[src/rtl/cpu_bus_cycle_pkg.sv]
// constants and types for the bus-cycle sequencer slice
package cpu_bus_cycle_pkg;
  localparam logic [7:0]  OPC_INDEX_TO_STACK = 8'h94;
  localparam logic [7:0]  OPC_WAIT           = 8'h8f;
  localparam logic [7:0]  VECTOR_PAGE        = 8'hff;
  localparam logic [7:0]  PAGE_ZERO_HIGH     = 8'h00;
  localparam logic [15:0] PC_RESET           = 16'h0000;
  localparam logic [15:0] SP_RESET           = 16'h00ff;
  localparam logic [15:0] INDEX_RESET        = 16'h0000;
  localparam logic        MASK_RESET         = 1'b1;

  // bus cycle kinds
  typedef enum logic [2:0] {
    CYC_FREE  = 3'b000,
    CYC_PROG  = 3'b001,
    CYC_READ  = 3'b010,
    CYC_WRITE = 3'b011,
    CYC_PUSH  = 3'b100,
    CYC_POP   = 3'b101,
    CYC_VECT  = 3'b110
  } cycle_kind_t;

  typedef enum logic [2:0] {
    ST_FETCH    = 3'b000,
    ST_XFER     = 3'b001,
    ST_WAITFREE = 3'b010,
    ST_HALTED   = 3'b011,
    ST_VECHI    = 3'b100,
    ST_VECLO    = 3'b101
  } seq_state_t;
endpackage

[src/rtl/cpu_bus_cycle_decode.sv]
// bus-cycle sequencer: index-to-stack transfer, wait, operand address forms
//
// Summary of operation
// (RL1) stack pointer gets index pair minus one
// (RL2) wait clears mask, halts until interrupt
// (RL3) free cycle lasts one bus clock
// (RL4) free cycle always presents a read
// (RL5) program fetch reads next consecutive address
// (RL6) push writes one byte, pop reads one
// (RL7) vector read from top page, high first
// (RL8) relative offset signed, from next instruction
// (RL9) direct operand address high byte zero
// (RL10) short indexed offset is unsigned
// (RL11) halted: no fetches, resume via interrupt entry
`timescale 1ns/1ps
module cpu_bus_cycle_decode
  import cpu_bus_cycle_pkg::*;
#(
  parameter int ADDR_W = 16
) (
  // clock and reset
  input  wire logic              clk_sys,
  input  wire logic              reset_n,
  input  wire logic              clkEn,
  // interrupt request (same clock domain)
  input  wire logic              irqReq,
  // system bus
  output logic [ADDR_W-1:0]      busAddr,
  output logic                   busRead,
  output logic                   busWrite,
  output logic [7:0]             busWdata,
  input  wire logic [7:0]        busRdata,
  output cycle_kind_t            busCycle,
  // operand address services
  input  wire logic [7:0]        operandByte,
  input  wire logic [ADDR_W-1:0] nextInstrAddr,
  input  wire logic [ADDR_W-1:0] indexPair,
  output logic [ADDR_W-1:0]      pageZeroAddr,
  output logic [ADDR_W-1:0]      shortIndexAddr,
  output logic [ADDR_W-1:0]      branchTarget,
  // stack access requests from the rest of the core
  input  wire logic              pushReq,
  input  wire logic              popReq,
  input  wire logic [7:0]        pushData,
  output logic [7:0]             popData,
  // core state
  output logic [ADDR_W-1:0]      stackPtr,
  output logic [ADDR_W-1:0]      progCnt,
  output logic                   intMask,
  output logic                   halted,
  output logic                   vectorDone
);

  initial begin
    if (ADDR_W != 16) begin
      $error("cpu_bus_cycle_decode supports only ADDR_W of 16");
    end
  end

  //////////////////////////////////////////////////////////////////////////////
  typedef struct packed {
    seq_state_t        state;
    logic [15:0]       pc;
    logic [15:0]       sp;
    logic              mask;
    logic [15:0]       addr;
    logic              rd;
    logic              wr;
    logic [7:0]        wdata;
    cycle_kind_t       kind;
    logic [7:0]        popData;
    logic [7:0]        vecHigh;
    logic              vecDone;
    logic [15:0]       pz;
    logic [15:0]       ix;
    logic [15:0]       br;
  } state_t;

  state_t cur_r;
  state_t cur_nxt;

  // sign-extend a byte to address width
  function automatic logic [15:0] sext8(input logic [7:0] b);
    sext8 = {{8{b[7]}}, b};
  endfunction

  //////////////////////////////////////////////////////////////////////////////
  always_comb begin
    cur_nxt         = cur_r;
    cur_nxt.vecDone = 1'b0;
    cur_nxt.pz      = {PAGE_ZERO_HIGH, operandByte};        // RL9
    cur_nxt.ix      = indexPair + {8'h00, operandByte};     // RL10
    cur_nxt.br      = nextInstrAddr + sext8(operandByte);   // RL8
    // default bus presentation: idle read, never a stray write
    cur_nxt.rd      = 1'b1;
    cur_nxt.wr      = 1'b0;
    cur_nxt.kind    = CYC_FREE;
    cur_nxt.addr    = cur_r.pc;
    unique case (cur_r.state)
      ST_FETCH: begin
        if (pushReq) begin
          cur_nxt.kind  = CYC_PUSH;                         // RL6
          cur_nxt.addr  = cur_r.sp;
          cur_nxt.rd    = 1'b0;
          cur_nxt.wr    = 1'b1;
          cur_nxt.wdata = pushData;
          cur_nxt.sp    = cur_r.sp - 16'h0001;
        end else if (popReq) begin
          cur_nxt.kind  = CYC_POP;                          // RL6
          cur_nxt.addr  = cur_r.sp + 16'h0001;
          cur_nxt.sp    = cur_r.sp + 16'h0001;
        end else begin
          cur_nxt.kind  = CYC_PROG;                         // RL5
          cur_nxt.addr  = cur_r.pc;
          cur_nxt.pc    = cur_r.pc + 16'h0001;
          if (cur_r.kind == CYC_PROG && busRdata == OPC_INDEX_TO_STACK) begin
            cur_nxt.kind  = CYC_FREE;                       // RL1
            cur_nxt.pc    = cur_r.pc;
            cur_nxt.state = ST_XFER;
          end else if (cur_r.kind == CYC_PROG && busRdata == OPC_WAIT) begin
            cur_nxt.kind  = CYC_FREE;                       // RL3 RL4
            cur_nxt.pc    = cur_r.pc;
            cur_nxt.mask  = 1'b0;                           // RL2
            cur_nxt.state = ST_WAITFREE;
          end
        end
        if (cur_r.kind == CYC_POP) begin
          cur_nxt.popData = busRdata;
        end
      end
      ST_XFER: begin
        // free cycle done; now the closing program fetch
        cur_nxt.sp    = indexPair - 16'h0001;               // RL1
        cur_nxt.kind  = CYC_PROG;                           // RL5
        cur_nxt.addr  = cur_r.pc;
        cur_nxt.pc    = cur_r.pc + 16'h0001;
        cur_nxt.state = ST_FETCH;
      end
      ST_WAITFREE: begin
        cur_nxt.kind  = CYC_PROG;                           // RL2
        cur_nxt.addr  = cur_r.pc;
        cur_nxt.state = ST_HALTED;
      end
      ST_HALTED: begin
        cur_nxt.kind = CYC_FREE;                            // RL11 RL4
        if (irqReq && !cur_r.mask) begin
          cur_nxt.kind  = CYC_VECT;                         // RL11 RL7
          cur_nxt.addr  = {VECTOR_PAGE, 8'hfa};
          cur_nxt.mask  = 1'b1;
          cur_nxt.state = ST_VECHI;
        end
      end
      ST_VECHI: begin
        cur_nxt.vecHigh = busRdata;                         // RL7
        cur_nxt.kind    = CYC_VECT;
        cur_nxt.addr    = {VECTOR_PAGE, 8'hfb};
        cur_nxt.state   = ST_VECLO;
      end
      ST_VECLO: begin
        cur_nxt.pc      = {cur_r.vecHigh, busRdata};        // RL7
        cur_nxt.vecDone = 1'b1;
        cur_nxt.kind    = CYC_FREE;
        cur_nxt.state   = ST_FETCH;
      end
      default: begin
        cur_nxt.state = ST_FETCH;
      end
    endcase
  end

  //////////////////////////////////////////////////////////////////////////////
  // one register per bus clock: each cycle kind holds exactly one period
  always_ff @(posedge clk_sys or negedge reset_n) begin
    if (!reset_n) begin
      cur_r         <= '0;
      cur_r.state   <= ST_FETCH;
      cur_r.pc      <= PC_RESET;
      cur_r.sp      <= SP_RESET;
      cur_r.ix      <= INDEX_RESET;
      cur_r.mask    <= MASK_RESET;
      cur_r.rd      <= 1'b1;
      cur_r.kind    <= CYC_FREE;
    end else if (clkEn) begin
      cur_r <= cur_nxt;                                     // RL3
    end
  end

  //////////////////////////////////////////////////////////////////////////////
  assign busAddr        = cur_r.addr;
  assign busRead        = cur_r.rd;
  assign busWrite       = cur_r.wr;
  assign busWdata       = cur_r.wdata;
  assign busCycle       = cur_r.kind;
  assign popData        = cur_r.popData;
  assign pageZeroAddr   = cur_r.pz;
  assign shortIndexAddr = cur_r.ix;
  assign branchTarget   = cur_r.br;
  assign stackPtr       = cur_r.sp;
  assign progCnt        = cur_r.pc;
  assign intMask        = cur_r.mask;
  // the closing fetch of wait still stands in the first halted state cycle
  assign halted         = (cur_r.state == ST_HALTED) && (cur_r.kind != CYC_PROG);  // RL11
  assign vectorDone     = cur_r.vecDone;

endmodule

[config.mk]
export PLATFORM = sky130hd
export DESIGN_NAME = cpu_bus_cycle_decode
export DESIGN_NICKNAME = d
export VERILOG_FILES = /design/src/rtl/cpu_bus_cycle_pkg.sv /design/src/rtl/cpu_bus_cycle_decode.sv
export SDC_FILE = /design/constraint.sdc
export NUM_CORES = 1
export LEC_CHECK = 0
export BUFFER_PORTS_ARGS = -buffer_cell sky130_fd_sc_hd__buf_2
export CORE_UTILIZATION = 56
export CTS_BUF_LIST = sky130_fd_sc_hd__clkbuf_16
export CTS_CLUSTER_DIAMETER = 80
export DETAILED_ROUTE_END_ITERATION = 7
export GPL_ROUTABILITY_DRIVEN = 0
export PLACE_DENSITY = 0.81
export SETUP_SLACK_MARGIN = 0.05
export SYNTH_ARGS = -nofsm -noshare
export SYNTH_HDL_FRONTEND = slang
export SYNTH_SLANG_ARGS = --single-unit
[constraint.sdc]
create_clock -name clk_sys -period 2.8 [get_ports clk_sys]
set_clock_uncertainty 0.1 [all_clocks]
set_input_delay 0.14 -clock clk_sys [delete_from_list [all_inputs] [get_ports clk_sys]]
set_output_delay 0.14 -clock clk_sys [all_outputs]
set_load 0.01 [all_outputs]
* After elaboration in Yosys (flattened, before gate mapping)
Cells that the tools add are included.
W data, S select, Z words.
** Storage, ports and cells
- Register bits after elaboration :: 122
- Bits of input ports :: 62
- Word-level logic and storage cells :: 84
** Cells by class
- Add/sub/neg operators :: 6
- Eq/ne operators :: 18
- Mux-type cells :: 28
- Reductions and logical operators :: 17
** Operators by type and width (number)
- $pmux W16 S3 :: 2
- $mux W19 :: 4
- $mux W16 :: 4
- $add A16 B1 Y16 const B :: 2
- $pmux W16 S2 :: 1
- $sub A16 B1 Y16 const B :: 2
- $pmux W3 S4 :: 2
- $mux W10 :: 2
- $mux W17 :: 1
- $add A16 B16 Y16 :: 1
- $add A16 B8 Y16 :: 1
- $eq A8 B8 Y1 const B :: 2
- $mux W3 :: 4
- $ne A2 B2 Y1 const B :: 6
- $eq A3 B3 Y1 const B :: 3
- $reduce_and A3 Y1 :: 3
- $mux W1 :: 7
- $reduce_and A7 Y1 :: 1
- $eq A3 B1 Y1 const B :: 2
- $eq A3 B2 Y1 const B :: 2
- $ne A3 B3 Y1 const B :: 2
- $reduce_and A6 Y1 :: 1
- $reduce_and A5 Y1 :: 1
- $logic_and A1 B1 Y1 :: 4
- 8 further kinds :: 9

* Logic depth before layout (Yosys ltp)
- Depth in word-level cells :: 7
- Mapped depth :: 9
- Mapped depth without buffers :: 8

* Least setup slack after synthesis
No wires, ideal clock.
- Kind :: register to register
- Start :: reg cur_r, in the netlist stackPtr[1]
- End :: reg cur_r, in the netlist stackPtr[14]
- Arrival time :: 2.176 ns
- Setup slack :: 0.459 ns
- Cell stages (with the launch flop) :: 9
- Period minus slack after synthesis :: 2.341 ns
- Cells stage by stage :: dfstp_2 -> ha_1 -> nand3_1 -> or3_1 -> clkbuf_1 -> nand2b_1 -> or3_1 -> a31oi_1 -> a22o_1
** Between the ends
- Word-level cells in the longest chain between the ends :: 4
- Elaborated cells on any way between the ends :: 5
- Classes of those cells :: 2 x add/sub; 3 x mux
** Ends and longest elaborated chain
- start: declaration :: RTL line cpu_bus_cycle_decode.sv:79 : state_t cur_r;
- start signal: assignment :: RTL line cpu_bus_cycle_decode.sv:184 : cur_r <= cur_nxt;
- $add A16 B1 Y16 :: RTL line cpu_bus_cycle_decode.sv:111 : cur_nxt.sp = cur_r.sp + 16'h0001;
- $mux W16 :: RTL line cpu_bus_cycle_decode.sv:108 : end else if (popReq) begin
- $mux W16 * :: RTL line cpu_bus_cycle_decode.sv:101 : if (pushReq) begin
- $pmux W16 S2 * :: RTL line cpu_bus_cycle_decode.sv:99 : unique case (cur_r.state)
Every way passes the cells marked *; elsewhere a longest branch is shown, timed or not. The select of a mux whose other input is x is not followed.
A chain may end at the register's enable or synchronous reset.

* Worst setup path in the final report
- Start :: in operandByte[0]
- End :: reg cur_r, in the netlist shortIndexAddr[12]
** Between the ends
- Word-level cells in the longest chain between the ends :: 1
** Ends and longest elaborated chain
- start: declaration :: RTL line cpu_bus_cycle_decode.sv:35 : input wire logic [7:0] operandByte,
- $add A16 B8 Y16 :: RTL line cpu_bus_cycle_decode.sv:92 : cur_nxt.ix = indexPair + {8'h00, operandByte};
No other way between the ends.

==> results.sh <==
export IMPL_status="finished, final reports clean"
export IMPL_grt_usage_pct=28.1
export IMPL_ant_nets=0
export IMPL_initial_core_util_pct=57.5
export IMPL_tightest_slew_ns=0.872
export IMPL_clk_path_buf_depth=2
export IMPL_regArea_um2=3070
export IMPL_cts_hold_buf=33
export IMPL_maxSlewHeadroom_pct=41.9
export IMPL_antenna_found_initial=0
export IMPL_p_per_area_nw_per_um2=848
export IMPL_area_growth_pct=13.0
export IMPL_grt_max_degree=62
export IMPL_crit_start="operandByte[0]"
export IMPL_wl_um=22100
export IMPL_r2r_end="stackPtr[14]"
export IMPL_io_buffers=173
export IMPL_synthArstFlopShare_pct=100
export IMPL_place_hpwl_um=15700
export IMPL_cts_setup_buffers=0
export IMPL_fp_dieArea_um2=16100
export IMPL_cts_clk_slew_worst_paths_ns=0.06
export IMPL_rrSetupSlack_ns=0.27
export IMPL_final_util_pct=64.9
export IMPL_max_cap_violations=0
export IMPL_ys_seq_elements=122
export IMPL_worstSkewPairLatency_ns=0.42
export IMPL_reg2reg_from="stackPtr[0]"
export IMPL_synth_edf_count=0
export IMPL_min_period_ns=2.58
export IMPL_ioPinCount=182
export IMPL_finalHoldViolCount=0
export IMPL_grt_first_pass_wirelength_um=35700
export IMPL_antennaDiodeCount=0
export IMPL_irDropWorstVdd_uv=487
export IMPL_htree_levels=4
export IMPL_critPathCapture="shortIndexAddr[12]"
export IMPL_first_global_vias=7131
export IMPL_rsz0062_at_grt="no"
export IMPL_cts_tree="yes"
export IMPL_num_rows=45
export IMPL_placed_area_um2=8940
export IMPL_nets=1161
export IMPL_arrival_ns=2.76
export IMPL_via_per_inst=5.98
export IMPL_fmax_mhz=388
export IMPL_core_um2=15200
export IMPL_root_buffer="clkbuf_16"
export IMPL_numCtsBuffers=17
export IMPL_synth_distinct_cells=75
export IMPL_cts_resized=0
export IMPL_min_path_type="input port to register"
export IMPL_drv_slew=0
export IMPL_ys_warn_count=0
export IMPL_criticalPathCategory="input port to register"
export IMPL_finalSetupViolCount=0
export IMPL_drtIter0Drc=752
export IMPL_cts_sinks=122
export IMPL_multiInputGateArea_um2=4520
export IMPL_finish_instance_area_um2=9870
export IMPL_detail_route_first_pass_iterations=5
export IMPL_p_leak_nw=4.27
export IMPL_synth_cells=991
export IMPL_num_vias=7597
export IMPL_final_common_cell="buf_2"
export IMPL_fin_tns_setup_ns=0
export IMPL_finalCritPeriodShare_pct=92.0
export IMPL_layout_drive_gt1_share_pct=28.3
export IMPL_avgRoutedWirePerCell_um=17.4
export IMPL_die_h_um=127
export IMPL_synth_area_per_cell_um2=8.82
export IMPL_route_detailed_drc=0
export IMPL_synth_seq_area_share_pct=35.1
export IMPL_worstSetupStartpointType="input port"
export IMPL_endpoint_kind="register"
export IMPL_critPathRequiredTime_ns=2.99
export IMPL_final_cell_mix="buf_2, dfrtp_1, a21oi_1, o21ai_0, nor2_1"
export IMPL_die_w_um=127
export IMPL_synthFlopType="dfrtp_1"
export IMPL_r2r_cells=7
export IMPL_crit_fanout=4
export IMPL_nFillCells=1249
export IMPL_overflow=0
export IMPL_synth_area_um2=8740
[state kept, by name (all words and copies together) (netlist names)]
name / flops
intMask: 1
busRead: 1
branchTarget: 16
busWdata: 8
progCnt: 16
busAddr: 16
cur_r: 11
busWrite: 1
popData: 8
vectorDone: 1
busCycle: 3
stackPtr: 16
pageZeroAddr: 8
shortIndexAddr: 16
[cells in the mapped netlist (all sizes together), types with 11 or more instances]
cell type    n  area [um^2]
o22ai       11         68.8
xor2        14          123
nand2       61          229
o21ai       75          375
mux2        54          608
inv         17         63.8
a31oi       13         81.3
xnor2       29          254
nor3        28          155
nand3       29          145
dfrtp      112         2800
nor4        14          115
clkbuf      46          175
ha          27          338
a21oi       79          399
buf        128          937
a221oi      11         96.3
nor2        74          280
and3        14         87.6
[critical path, cell delays in order]
cell,delay [ns]
dlygate4sd3_1,0.54
buf_2,0.14
ha_1,0.24
fa_1,0.42
a21oi_1,0.25
o211ai_1,0.17
o41ai_1,0.32
buf_4,0.21
or3_1,0.11
xor2_1,0.14
a21oi_1,0.07
[metal layers]
layer  share of wire, %  global-route usage, %
met1                 43                   36.6
met2                 47                   45.1
met3                6.4                   5.99
met4                2.9                   12.4
met5                  0                      0
[through the flow]
stage          cells  hold slack, ns  setup slack (ns)  total power [mW]
4_1_cts         1271          0.0177             0.252              8.36
3_5_place_dp    1206          0.0495             0.283              6.08
3_3_place_gp    1206          0.0450             0.345              5.99
5_1_grt         1271          0.0421            0.0752              8.86
6_report        1271          0.0224             0.223              8.37
2_1_floorplan    998          -0.256             0.459              5.57
[power breakdown]
part | switching, mW | internal (mW) | total, mW
clock | 0.836 | 1.39 | 2.23
combinational | 1.63 | 1.35 | 2.97
sequential | 0.772 | 2.39 | 3.16
[layout make-up]
class	count	area share, %
sequential	122	31.1
timing repair buffer	227	14.0
multi-input combinational	684	45.8
inverter	18	0.685
clock inverter	15	1.79
clock buffer	17	4.31
tap	188	2.38
[cells by family after synthesis]
logic type                 share of synthesized area (%)
AOI/OAI and AO/OA                                   19.2
xor gates and xnor gates                            4.31
adders and majority gates                           4.32
buffers and inverters                               13.5
DFF                                                 35.1
muxes                                               7.42
other                                             0.0429
and+or+nand+nor                                     16.1
[worst min-delay path by stage]
stage / startpoint / end / slack, ns / cells past startpoint
after CTS: indexPair[12] / shortIndexAddr[12] / 0.02 / 3
after detailed placement: reset_n / busWdata[7] / 0.05 / 1
after global placement: reset_n / busWdata[7] / 0.04 / 1
after floorplan: reset_n / branchTarget[0] / -0.26 / 0
final: indexPair[12] / shortIndexAddr[12] / 0.02 / 3
after global routing: clkEn / busAddr[0] / 0.04 / 2
No activity file was read; power rests on OpenSTA's default activity.
